### config.mk
export PLATFORM = sky130hd
export DESIGN_NAME = i2csr_core
export DESIGN_NICKNAME = d
export VERILOG_FILES = /design/src/pkg/i2csr_pkg.sv /design/src/core/i2csr_core.sv
export SDC_FILE = /design/constraint.sdc
export NUM_CORES = 1
export LEC_CHECK = 0
export BUFFER_PORTS_ARGS = -buffer_cell sky130_fd_sc_hd__clkbuf_2
export CORE_MARGIN = 2
export CORE_UTILIZATION = 30
export DETAILED_ROUTE_END_ITERATION = 10
export PLACE_DENSITY = 0.51
export SLEW_MARGIN = 20
export SYNTH_ARGS = -nofsm -noshare
export SYNTH_HDL_FRONTEND = slang
export SYNTH_SLANG_ARGS = --single-unit
### constraint.sdc
create_clock -name clk -period 2.2 [get_ports clk]
set_input_delay 0.11 -clock clk [delete_from_list [all_inputs] [get_ports clk]]
set_output_delay 0.11 -clock clk [all_outputs]
set_load 0.05 [all_outputs]
### src/pkg/i2csr_pkg.sv
`default_nettype none
package i2csr_pkg;
    // ==========================================================
    // Timing
    localparam int CLK_PERIOD_NS = 100;
    // Length of the line disturbance produced when the module is switched on.
    localparam int ENABLE_GLITCH_NS = 400;
    localparam logic [2:0] GLITCH_CYCLES =
        3'((ENABLE_GLITCH_NS + CLK_PERIOD_NS - 1) / CLK_PERIOD_NS);

    // ==========================================================
    // Byte framing and addressing
    localparam logic [3:0] BITS_PER_BYTE = 4'h8;
    localparam logic [3:0] ACK_HELD = 4'h9;
    localparam logic [4:0] TEN_BIT_PREFIX = 5'h1e;
    localparam logic [3:0] RES_NIBBLE_LO = 4'h0;
    localparam logic [3:0] RES_NIBBLE_HI = 4'hf;
    localparam logic [9:0] QUIRK_ADDR = 10'h102;
    localparam logic [7:0] QUIRK_LOWER = 8'h01;
    localparam logic [1:0] IDX_FIRST = 2'h0;
    localparam logic [1:0] IDX_LOWER = 2'h1;
    localparam logic [1:0] IDX_DATA = 2'h2;

    // ==========================================================
    // Types
    typedef enum logic [2:0] {
        ST_IDLE = 3'h0,
        ST_RECV = 3'h1,
        ST_ACK = 3'h3,
        ST_SEND = 3'h2,
        ST_MACK = 3'h6
    } i2csr_state_type;

    typedef struct packed {
        logic rx_buffer_full;
        logic rx_overflow_flag;
        logic slave_event_flag;
        logic data_not_address;
        logic start_seen;
        logic stop_seen;
    } i2csr_status_type;

    typedef struct packed {
        logic sda_oe_n;
        logic sda_out;
        logic scl_oe_n;
        logic scl_out;
    } i2csr_pins_type;

    typedef struct packed {
        logic scl_s1;
        logic scl_s2;
        logic scl_d;
        logic sda_s1;
        logic sda_s2;
        logic sda_d;
        logic en_d;
        logic [2:0] glitch_cnt;
        i2csr_state_type st;
        logic [3:0] bitcnt;
        logic [7:0] shreg;
        logic [1:0] byte_idx;
        logic addressed;
        logic reading;
        logic ack_pend;
        logic macked;
        logic sda_drv;
        logic [7:0] rx_hold;
        i2csr_status_type stat;
        i2csr_pins_type pins;
    } i2csr_regs_type;
endpackage
`default_nettype wire

### src/core/i2csr_core.sv
// Notes on behaviour
// - Every received byte loads the holding register except a reserved ten-bit lower byte, other than the matching one of address 0x102.
// - Byte into full buffer sets overflow flag.
// - Overflow blocks slave event on data byte.
// - Holding register read clears buffer-full flag.
// - Own address match always sets slave event.
// - Flag tells address byte from data byte.
// - Address flag with overflow only after match.
// - Newest data byte kept, older unread lost.
// - Shared upper bits: ack and drive read data.
// - Reserved ten-bit lower bytes are not loaded, except the matching one of address 0x102.
// - Address 0x102 stores lower byte as 0x01.
// - Enabling drives both lines low briefly.
// - Enable sets start seen, clears stop seen.
// - Higher precedence peripheral overrides pin drive.
`timescale 1ns/10ps
`default_nettype none
module i2csr_core (
    input wire logic clk,
    input wire logic srst,
    input wire logic scl_in,
    input wire logic sda_in,
    output i2csr_pkg::i2csr_pins_type pins,
    input wire logic bus_module_enable,
    input wire logic ten_bit_mode,
    input wire logic [9:0] own_addr,
    input wire logic [7:0] tx_data,
    input wire logic rx_read,
    input wire logic ovf_clear,
    input wire logic slave_event_clear,
    input wire logic periph_override,
    input wire logic periph_sda_out,
    input wire logic periph_scl_out,
    output logic [7:0] rx_holding_register,
    output i2csr_pkg::i2csr_status_type status
);
    import i2csr_pkg::*;

    i2csr_regs_type r_ff;
    i2csr_regs_type nxt_r;
    logic [7:0] byte_in;
    logic scl_rise, scl_fall, start_ev, stop_ev, en_rise;
    logic upper_ok, lower_res, load_now, addr_hit, data_hit, res_skip, ack;

    // ==========================================================
    // Next state
    always_comb begin
        nxt_r = r_ff;
        byte_in = {r_ff.shreg[6:0], r_ff.sda_s2};
        load_now = 1'b0;
        addr_hit = 1'b0;
        data_hit = 1'b0;
        res_skip = 1'b0;
        ack = 1'b0;
        scl_rise = r_ff.scl_s2 & ~r_ff.scl_d;
        scl_fall = ~r_ff.scl_s2 & r_ff.scl_d;
        start_ev = r_ff.scl_s2 & r_ff.scl_d & r_ff.sda_d & ~r_ff.sda_s2;
        stop_ev = r_ff.scl_s2 & r_ff.scl_d & ~r_ff.sda_d & r_ff.sda_s2;
        en_rise = bus_module_enable & ~r_ff.en_d;
        upper_ok = (byte_in[7:3] == TEN_BIT_PREFIX) && (byte_in[2:1] == own_addr[9:8]);
        lower_res = ((byte_in[7:4] == RES_NIBBLE_LO) || (byte_in[7:4] == RES_NIBBLE_HI))
            && !upper_ok;
        nxt_r.scl_s1 = scl_in;
        nxt_r.scl_s2 = r_ff.scl_s1;
        nxt_r.scl_d = r_ff.scl_s2;
        nxt_r.sda_s1 = sda_in;
        nxt_r.sda_s2 = r_ff.sda_s1;
        nxt_r.sda_d = r_ff.sda_s2;
        nxt_r.en_d = bus_module_enable;
        if (!bus_module_enable) begin
            nxt_r.st = ST_IDLE;
            nxt_r.addressed = 1'b0;
            nxt_r.sda_drv = 1'b0;
        end else if (start_ev) begin
            nxt_r.st = ST_RECV;
            nxt_r.bitcnt = 4'h0;
            nxt_r.byte_idx = IDX_FIRST;
            nxt_r.addressed = 1'b0;
            nxt_r.reading = 1'b0;
            nxt_r.sda_drv = 1'b0;
            nxt_r.stat.start_seen = 1'b1;
            nxt_r.stat.stop_seen = 1'b0;
        end else if (stop_ev) begin
            nxt_r.st = ST_IDLE;
            nxt_r.addressed = 1'b0;
            nxt_r.sda_drv = 1'b0;
            nxt_r.stat.start_seen = 1'b0;
            nxt_r.stat.stop_seen = 1'b1;
        end else begin
            unique case (r_ff.st)
                ST_IDLE: begin
                end
                ST_RECV: begin
                    if (scl_rise) begin
                        nxt_r.shreg = byte_in;
                        nxt_r.bitcnt = r_ff.bitcnt + 4'h1;
                        if (r_ff.bitcnt == BITS_PER_BYTE - 4'h1) begin
                            nxt_r.st = ST_ACK;
                            nxt_r.byte_idx = IDX_DATA;
                            if (r_ff.byte_idx == IDX_FIRST) begin
                                load_now = 1'b1;
                                if (ten_bit_mode) begin
                                    // Only the two upper bits are compared here, so a
                                    // master with the same upper bits is answered too.
                                    ack = upper_ok;
                                    addr_hit = upper_ok & byte_in[0];
                                    if (upper_ok && !byte_in[0]) begin
                                        nxt_r.byte_idx = IDX_LOWER;
                                    end
                                end else begin
                                    addr_hit = (byte_in[7:1] == own_addr[6:0]);
                                end
                                nxt_r.reading = addr_hit & byte_in[0];
                            end else if (r_ff.byte_idx == IDX_LOWER) begin
                                addr_hit = (byte_in == own_addr[7:0]);
                                // The odd address below is stored although its lower
                                // byte falls in the reserved range.
                                res_skip = lower_res
                                    && !(addr_hit && own_addr == QUIRK_ADDR);
                                load_now = !res_skip;
                            end else begin
                                load_now = 1'b1;
                                data_hit = r_ff.addressed & ~r_ff.reading;
                            end
                            nxt_r.ack_pend = ack | addr_hit | data_hit;
                            if (addr_hit) begin
                                nxt_r.addressed = 1'b1;
                            end
                        end
                    end
                end
                ST_ACK: begin
                    if (scl_fall) begin
                        if (r_ff.bitcnt == BITS_PER_BYTE) begin
                            nxt_r.sda_drv = r_ff.ack_pend;
                            nxt_r.bitcnt = ACK_HELD;
                        end else if (r_ff.reading && r_ff.ack_pend) begin
                            nxt_r.st = ST_SEND;
                            nxt_r.shreg = tx_data;
                            nxt_r.sda_drv = ~tx_data[7];
                            nxt_r.bitcnt = 4'h0;
                        end else begin
                            nxt_r.st = ST_RECV;
                            nxt_r.sda_drv = 1'b0;
                            nxt_r.bitcnt = 4'h0;
                        end
                    end
                end
                ST_SEND: begin
                    if (scl_fall) begin
                        if (r_ff.bitcnt == BITS_PER_BYTE - 4'h1) begin
                            nxt_r.st = ST_MACK;
                            nxt_r.sda_drv = 1'b0;
                            nxt_r.macked = 1'b0;
                        end else begin
                            nxt_r.shreg = {r_ff.shreg[6:0], 1'b0};
                            nxt_r.sda_drv = ~r_ff.shreg[6];
                            nxt_r.bitcnt = r_ff.bitcnt + 4'h1;
                        end
                    end
                end
                ST_MACK: begin
                    if (scl_rise) begin
                        if (r_ff.sda_s2) begin
                            nxt_r.st = ST_IDLE;
                        end else begin
                            nxt_r.macked = 1'b1;
                        end
                    end else if (scl_fall && r_ff.macked) begin
                        nxt_r.st = ST_SEND;
                        nxt_r.shreg = tx_data;
                        nxt_r.sda_drv = ~tx_data[7];
                        nxt_r.bitcnt = 4'h0;
                    end
                end
            endcase
        end
        // Software clears first so that a hardware set in the same cycle wins.
        if (rx_read) begin
            nxt_r.stat.rx_buffer_full = 1'b0;
        end
        if (ovf_clear) begin
            nxt_r.stat.rx_overflow_flag = 1'b0;
        end
        if (slave_event_clear) begin
            nxt_r.stat.slave_event_flag = 1'b0;
        end
        if (load_now) begin
            if (r_ff.stat.rx_buffer_full && !rx_read) begin
                nxt_r.stat.rx_overflow_flag = 1'b1;
            end
            nxt_r.stat.rx_buffer_full = 1'b1;
            // The holding register is overwritten even on overflow.
            nxt_r.rx_hold = byte_in;
            if (addr_hit && r_ff.byte_idx == IDX_LOWER && own_addr == QUIRK_ADDR) begin
                nxt_r.rx_hold = QUIRK_LOWER;
            end
        end
        if (addr_hit) begin
            nxt_r.stat.slave_event_flag = 1'b1;
            nxt_r.stat.data_not_address = 1'b0;
        end
        if (data_hit) begin
            nxt_r.stat.data_not_address = 1'b1;
            // The byte that overflows the buffer is held back from software as well.
            if (!r_ff.stat.rx_overflow_flag && !nxt_r.stat.rx_overflow_flag) begin
                nxt_r.stat.slave_event_flag = 1'b1;
            end
        end
        if (r_ff.glitch_cnt != 3'h0) begin
            nxt_r.glitch_cnt = r_ff.glitch_cnt - 3'h1;
        end
        if (en_rise) begin
            nxt_r.glitch_cnt = GLITCH_CYCLES;
            nxt_r.stat.start_seen = 1'b1;
            nxt_r.stat.stop_seen = 1'b0;
        end
        if (periph_override) begin
            nxt_r.pins = '{sda_oe_n: 1'b0, sda_out: periph_sda_out,
                           scl_oe_n: 1'b0, scl_out: periph_scl_out};
        end else if (nxt_r.glitch_cnt != 3'h0) begin
            nxt_r.pins = '{sda_oe_n: 1'b0, sda_out: 1'b0,
                           scl_oe_n: 1'b0, scl_out: 1'b0};
        end else begin
            nxt_r.pins = '{sda_oe_n: ~nxt_r.sda_drv, sda_out: 1'b0,
                           scl_oe_n: 1'b1, scl_out: 1'b0};
        end
        if (srst) begin
            nxt_r = '0;
            nxt_r.scl_s1 = 1'b1;
            nxt_r.scl_s2 = 1'b1;
            nxt_r.scl_d = 1'b1;
            nxt_r.sda_s1 = 1'b1;
            nxt_r.sda_s2 = 1'b1;
            nxt_r.sda_d = 1'b1;
            nxt_r.pins = '{sda_oe_n: 1'b1, sda_out: 1'b0, scl_oe_n: 1'b1, scl_out: 1'b0};
        end
    end

    always_ff @(posedge clk) begin
        r_ff <= nxt_r;
    end

    assign pins = r_ff.pins;
    assign status = r_ff.stat;
    assign rx_holding_register = r_ff.rx_hold;
endmodule
`default_nettype wire

**Word-level counts from Yosys, hierarchy flattened**

Index checks and enable logic that the tools add are counted.

- Input bits: 30
- Logic and storage cells: 269
- Bits in latches: 0
- RAM bits: 0
- Memories kept: 0
- Memory bits (read-only): 0
- Output and inout port bits: 18
- Flip-flop bits (word level): 50

- Reductions and logical operators: 47
- Shift-type cells: 0
- Div/mod/pow operators: 0
- $add $sub $neg: 2
- Eq/ne operators: 43
- Muxes and demuxes: 123
- Bitwise operators: 25
- Order comparisons: 0
- Multipliers: 0

Operator list:

| kind | number |
|---|---|
| $mux W20 | 5 |
| $mux W15 | 6 |
| $mux W1 | 73 |
| $pmux W15 S4 | 1 |
| $reduce_and A9 Y1 | 3 |
| $ne A5 B5 Y1 const B | 5 |
| $mux W12 | 2 |
| $mux W3 | 8 |
| $mux W8 | 3 |
| $ne A4 B4 Y1 const B | 6 |
| $mux W2 | 11 |
| $mux W7 | 3 |
| $ne A2 B2 Y1 const B | 10 |
| $mux W4 | 4 |
| $mux W5 | 3 |
| $ne A3 B3 Y1 const B | 5 |
| $mux W14 | 1 |
| $not A1 Y1 | 12 |
| $reduce_and A12 Y1 | 1 |
| $reduce_and A6 Y1 | 2 |
| $reduce_bool A2 Y1 | 6 |
| $and A1 B1 Y1 | 11 |
| $logic_and A1 B1 Y1 | 11 |
| $eq A10 B9 Y1 const B | 1 |
| other kinds (32) | 47 |

**Longest topological paths before layout**

- Depth in word-level cells: 29
- Mapped depth: 9
- Mapped depth without buffers: 8

**Least setup slack after synthesis**

Ideal clock, no wire load.

- Path kind: reg2reg
- Start point: register r_ff[33] (netlist name)
- End point: register r_ff, in the netlist byte_in[1]
- Stages on the path, launching flop included: 9
- Path slack: 0.201 ns
- Buffers on the path: 1
- Setup time: 0.134 ns
- Arrival: 1.865 ns
- Period minus slack after synthesis: 1.999 ns
- Required time: 2.066 ns
- Cell sequence: dfxtp_1 -> ha_1 -> and3b_1 -> nor3_1 -> a211oi_1 -> or4b_1 -> buf_2 -> a211oi_1 -> a211oi_1

- Longest elaborated chain between the ends: 3
- Elaborated cells between the ends (all ways): 5
- Those cells by class: 4 x eq/ne; 1 x reduce/logical

Ends and longest elaborated chain:

| element | RTL line | text |
|---|---|---|
| from (decl) | i2csr_core.sv:39 | `i2csr_regs_type r_ff;` |
| from (signal assigned) | i2csr_core.sv:241 | `r_ff <= nxt_r;` |
| $eq A4 B3 Y1 or $eq A4 B4 Y1 (tied branches) | i2csr_core.sv:151, i2csr_core.sv:134 |  |
| $ne A2 B2 Y1 (no source line) | -- |  |
| $reduce_and A12 Y1 (no source line) * | -- |  |

Mark *: on every way between the ends. The rest lies on a longest branch, timed or not.
A chain may end at the register's enable or synchronous reset.

**Worst setup path in the final report**

- Start point: register r_ff, in the netlist byte_in[7]
- End point: register r_ff[22] (netlist name)

- Longest elaborated chain between the ends: 20
- Elaborated cells between the ends (all ways): 23
- Those cells by class: 4 x eq/ne; 16 x mux; 1 x bitwise; 2 x reduce/logical

Ends and longest elaborated chain:

| element | RTL line | text |
|---|---|---|
| $eq A5 B5 Y1 | i2csr_core.sv:60 | `upper_ok = (byte_in[7:3] == TEN_BIT_PREFIX) && (byte_in[2:1] == own_addr[9:8]);` |
| $logic_and A1 B1 Y1 | i2csr_core.sv:60 |  |
| $and A1 B1 Y1 | i2csr_core.sv:106 | `addr_hit = upper_ok & byte_in[0];` |
| $mux W1 | i2csr_core.sv:102 | `if (ten_bit_mode) begin` |
| $mux W1 | i2csr_core.sv:100 | `if (r_ff.byte_idx == IDX_FIRST) begin` |
| $mux W1 | i2csr_core.sv:97 | `if (r_ff.bitcnt == BITS_PER_BYTE - 4'h1) begin` |
| $mux W1 | i2csr_core.sv:94 | `if (scl_rise) begin` |
| $mux W1 | i2csr_core.sv:90 | `unique case (r_ff.st)` |
| [4 not listed] | -- |  |
| $mux W1 * | i2csr_core.sv:97 |  |
| $mux W1 * | i2csr_core.sv:94 |  |
| $mux W1 * | i2csr_core.sv:90 |  |
| $mux W1 * | i2csr_core.sv:83 | `end else if (stop_ev) begin` |
| $mux W1 * | i2csr_core.sv:74 | `end else if (start_ev) begin` |
| $mux W1 * | i2csr_core.sv:70 | `if (!bus_module_enable) begin` |
| $ne A5 B5 Y1 (no source line) * | -- |  |
| $reduce_and A4 Y1 (no source line) * | -- |  |

Mark *: on every way between the ends. The rest lies on a longest branch, timed or not. The select of a mux whose other input is x is not followed.

==> results.md <==
STA:
- Based on the critical path, the design can be clocked at up to 477 MHz.
- In the finished design, the share of the clock period the worst path needs comes to 95.2%.
- The time the final worst path needs with I/O delays and setup is 2090 ps.
- Measured against its own limit, the worst slew margin works out to 72.4%.
- The number of max-slew violations in the final report is 0.
- Setup slack closes at 105 ps.
- Setup violations remaining at the end of the flow were counted as 0.
- The clock arrives with 4.63 ps of skew.
- Setup repair after global routing left no endpoint under its margin.
- The final hold violation count is 0.
- The slew at the pin with the worst max-slew slack is 414 ps.
- After routing, the total negative slack on setup checks comes to 0 ps.

Placement:
- The pre-CTS setup slack is 71.8 ps.
- The wire-length estimate of the detail-placed layout is 5700 µm.
- The congestion estimate from routability-driven global placement came to 0.912.
- After detailed placement, the design holds a cell count of 508.
- Port buffering added 47 buffers.

Synth:
- Sequential elements use 33.9% of the synthesized area.
- The number of flops mapped to enable cells by yosys is 0.
- By area the synthesized netlist is led by dfxtp_1 34%, mux2i_1 5.5%, nor2_1 5.1%.
- The share of flip-flops with an asynchronous set or reset after synthesis is 0%.
- The number of synthesized register bits is 49.
- The post-synthesis cell count is 348.
- In the synthesized netlist the dominant register cell turns out to be dfxtp_1.
- In this run the cell area of the synthesized design comes to 0.00289 mm².
- The mean post-synth cell area is 8.31 µm².
- In this run the biggest area consumer among cell types represents 33.9% of the synthesized area.
- The distinct cell type count after synthesis is 57.
- The biggest area consumer among synthesized cells is dfxtp_1.
- The net count after synthesis is 383.
- Yosys printed 0 warnings.

Floorplanning:
- Once the floorplan was initialized, standard cells occupied 31.1% of the core.
- The floorplan step defined a die boundary enclosing 0.0104 mm².
- The core box area is 0.00928 mm².
- The die extent in y is 102 µm.
- The row count is 35.
- In this run the count of I/O pins placed on the die edge is 48.
- The horizontal die dimension is 102 µm.

Power and ir drop:
- The switching power share of the total is 26.8%.
- For this design the static power due to leakage is 1.41 nW.
- The internal power of the cells totals 0.00125 W.
- The overall power after layout is 0.00170 W.
- Of the total power, the clock network draws 30.4%.
- The analysis attributes to net switching a power of 0.000456 W.
- The power density over the cells is 507 mW/mm².
- IR analysis of the VDD net gives a maximum drop of 0.217 mV.
- Sequential cells burn 54.4% of the power.
- The part of the power in combinational logic is 15.2%.

GRT:
- met2 is the most crowded layer.
- The number of global-route vias before repair is 2515.
- The combined global-route utilization of all metal layers is 14.9%.
- The number of antenna violations at the first check in global routing is 0.
- The fraction of met3 tracks used by global routing is 2.46%.
- The global-route met2 utilization is 23.5%.
- After global routing the overflow that remains totals 0.
- The global routing usage on met1 is 21.1%.
- The pin count of the biggest net entering global routing is 26.
- The first global-routing pass estimated 12300 µm of wire.

Detailed routing:
- Dividing the detail-routed via count by the number of cells gives 4.80.
- The detailed router placed 2489 vias in this run.
- After detailed routing, the number of remaining DRC violations is 0.
- Dividing the detail-routed wire length by the instance count gives 14.1 µm.
- The detail route stage leaves a number of antenna-violating nets equal to 0.
- After the first detailed-routing iteration, the DRC count stood at 202.
- Before antenna repair, the detailed router went through 4 iterations.
- The final wirelength is 7310 µm.

Layout:
- The count of non-filler cells in the finished layout is 519.
- The top cell types in the final layout, fill and taps aside, are 47 x clkbuf_2, 45 x dfxtp_1, 39 x nor2_1.
- The antenna diode count is 0.
- The area growth from synthesis to final layout is 16.1%.
- The most common library cell in the layout ignoring fill and taps is clkbuf_2.
- In the final layout, the share of cells above drive strength 1 is 27.7%.
- After filler insertion, the fill cell instance count of the layout stands at 1031.
- The net count of the finished layout is 424.

Hold path:
- The worst hold path belongs to the class input pin to flip-flop.
- The startpoint of the tightest hold check path is periph_sda_out.

Clock network:
- After clock tree synthesis, the clock-pin slew on the worst setup and hold paths is 90 ps.
- The total clock sinks is 49.
- Buffers inserted during clock tree synthesis total 5.
- The longest clock path from root to sink contains 2 buffers.
- For the worst-skew pair, the clock arrives at the later sink with an insertion delay of 290 ps.
- The H-tree depth is 2.
- The TritonCTS clock tree is done.
- The tree is rooted in a clkbuf_8.

Critical path:
- The critical path ends at r_ff[22]$_SDFFE_PP0P_.
- The critical path launch point is byte_in[7]$_SDFFE_PP0P_.
- Along the worst path, the maximum fanout reaches 5.
- The critical path endpoint category is a flip-flop.
- In this run the critical register-to-register path is captured at r_ff[22]$_SDFFE_PP0P_.
- For flop-to-flop paths, the worst setup slack is 110 ps.
- The data arrival at the endpoint of the critical path is 2330 ps.
- For the worst setup path, the data required time is 2430 ps.
- The type of the worst setup path is flip-flop to flip-flop.
- The critical path launch point type is a flip-flop.
- The launch instance of the worst register-to-register path is byte_in[7]$_SDFFE_PP0P_.
- The cell depth of the worst flop-to-flop path is 6.

Status:
- The run finished with clean final reports.

Run:
- The number of max-capacitance violations reported is 0.
stage by stage:
| stage | hold slack [ps] | cell area [µm²] | utilization, % |
|---|---|---|---|
| global route | 52.5 | 3360 | 36.2 |
| floorplan | 214 | 2890 | - |
| detailed placement | 297 | 3220 | 34.7 |
| CTS | 44.6 | 3320 | 35.8 |
| finish | 51.1 | 3360 | 36.2 |
| global placement | 296 | 3220 | 34.7 |
per-layer routing:
metal	wire [µm]	part of all wire (%)
met5	0	0
met4	78	1.1
met3	289	4.0
met2	3300	45
met1	3640	50
worst min-delay path by stage:
stage,endpoint,slack (ps),cells past startpoint
floorplan,r_ff[46]$_SDFF_PP1_,210,1
global placement,r_ff[46]$_SDFF_PP1_,300,2
detailed placement,r_ff[46]$_SDFF_PP1_,300,2
CTS,pins[2]$_SDFF_PP0_,40,2
global route,pins[0]$_SDFF_PP0_,50,2
finish,pins[2]$_SDFF_PP0_,50,2
power by group through the flow:
| stage | combinational, W | sequential (W) | clock [W] |
|---|---|---|---|
| after detailed placement | 0.000254 | 0.000946 | 0 |
| after global routing | 0.000285 | 0.000930 | 0.000573 |
| after CTS | 0.000258 | 0.000926 | 0.000542 |
| after global placement | 0.000251 | 0.000946 | 0 |
| after floorplan | 0.000180 | 0.000941 | 0 |
| final | 0.000258 | 0.000926 | 0.000517 |
area by class of cell:
cell class	instances	area [µm²]	share of cell area, %
Timing Repair Buffer	74	443	13.2
Tap cell	129	161	4.81
Sequential cell	49	986	29.4
Multi-Input combinational cell	246	1640	48.8
Inverter	13	48.8	1.45
Clock buffer	8	80.1	2.39
critical path: stages (launching register included):
cell and delay (ps):
dfxtp_1 470, nand4_1 210, nor4_2 430, nand3_1 180, a311oi_4 380, o2111ai_1 200
a21oi_1 170
cells in the mapped netlist, types with 3 or more instances:
cell type	count
nor4_1	4
or2_2	8
nor2_1	39
buf_2	9
mux2_2	7
xnor2_1	11
or4_1	3
nand3_1	4
o21ai_0	10
a32oi_1	4
buf_4	19
nor2b_1	6
clkbuf_1	9
ha_1	5
nor3_1	9
nand4_1	8
xor2_1	9
a21oi_1	17
nand2b_1	10
a211oi_1	4
and3b_1	4
mux2i_1	16
nand3b_1	4
inv_1	13
nand2_1	28
dfxtp_1	49
cells by family after synthesis:
| logic type | synth area share [%] |
|---|---|
| buf+inv | 10.3 |
| mux | 8.26 |
| compound gates | 13.9 |
| fa+ha+maj | 2.16 |
| simple gates | 25.4 |
| flops | 33.9 |
| xor+xnor | 6.06 |
timing repair:
action                     in CTS  in global routing
hold endpoints to repair        2                  0
hold buffers                    2                  0
setup endpoints to repair       0                 10
setup buffers                   0                  1
gates resized for setup         0                 10
registers in the layout, summed over array words and instances (netlist names):
register / cells
rx_holding_register: 8
byte_in: 8
r_ff: 23
pins: 4
status: 6
Power figures use the tool's default switching activity.
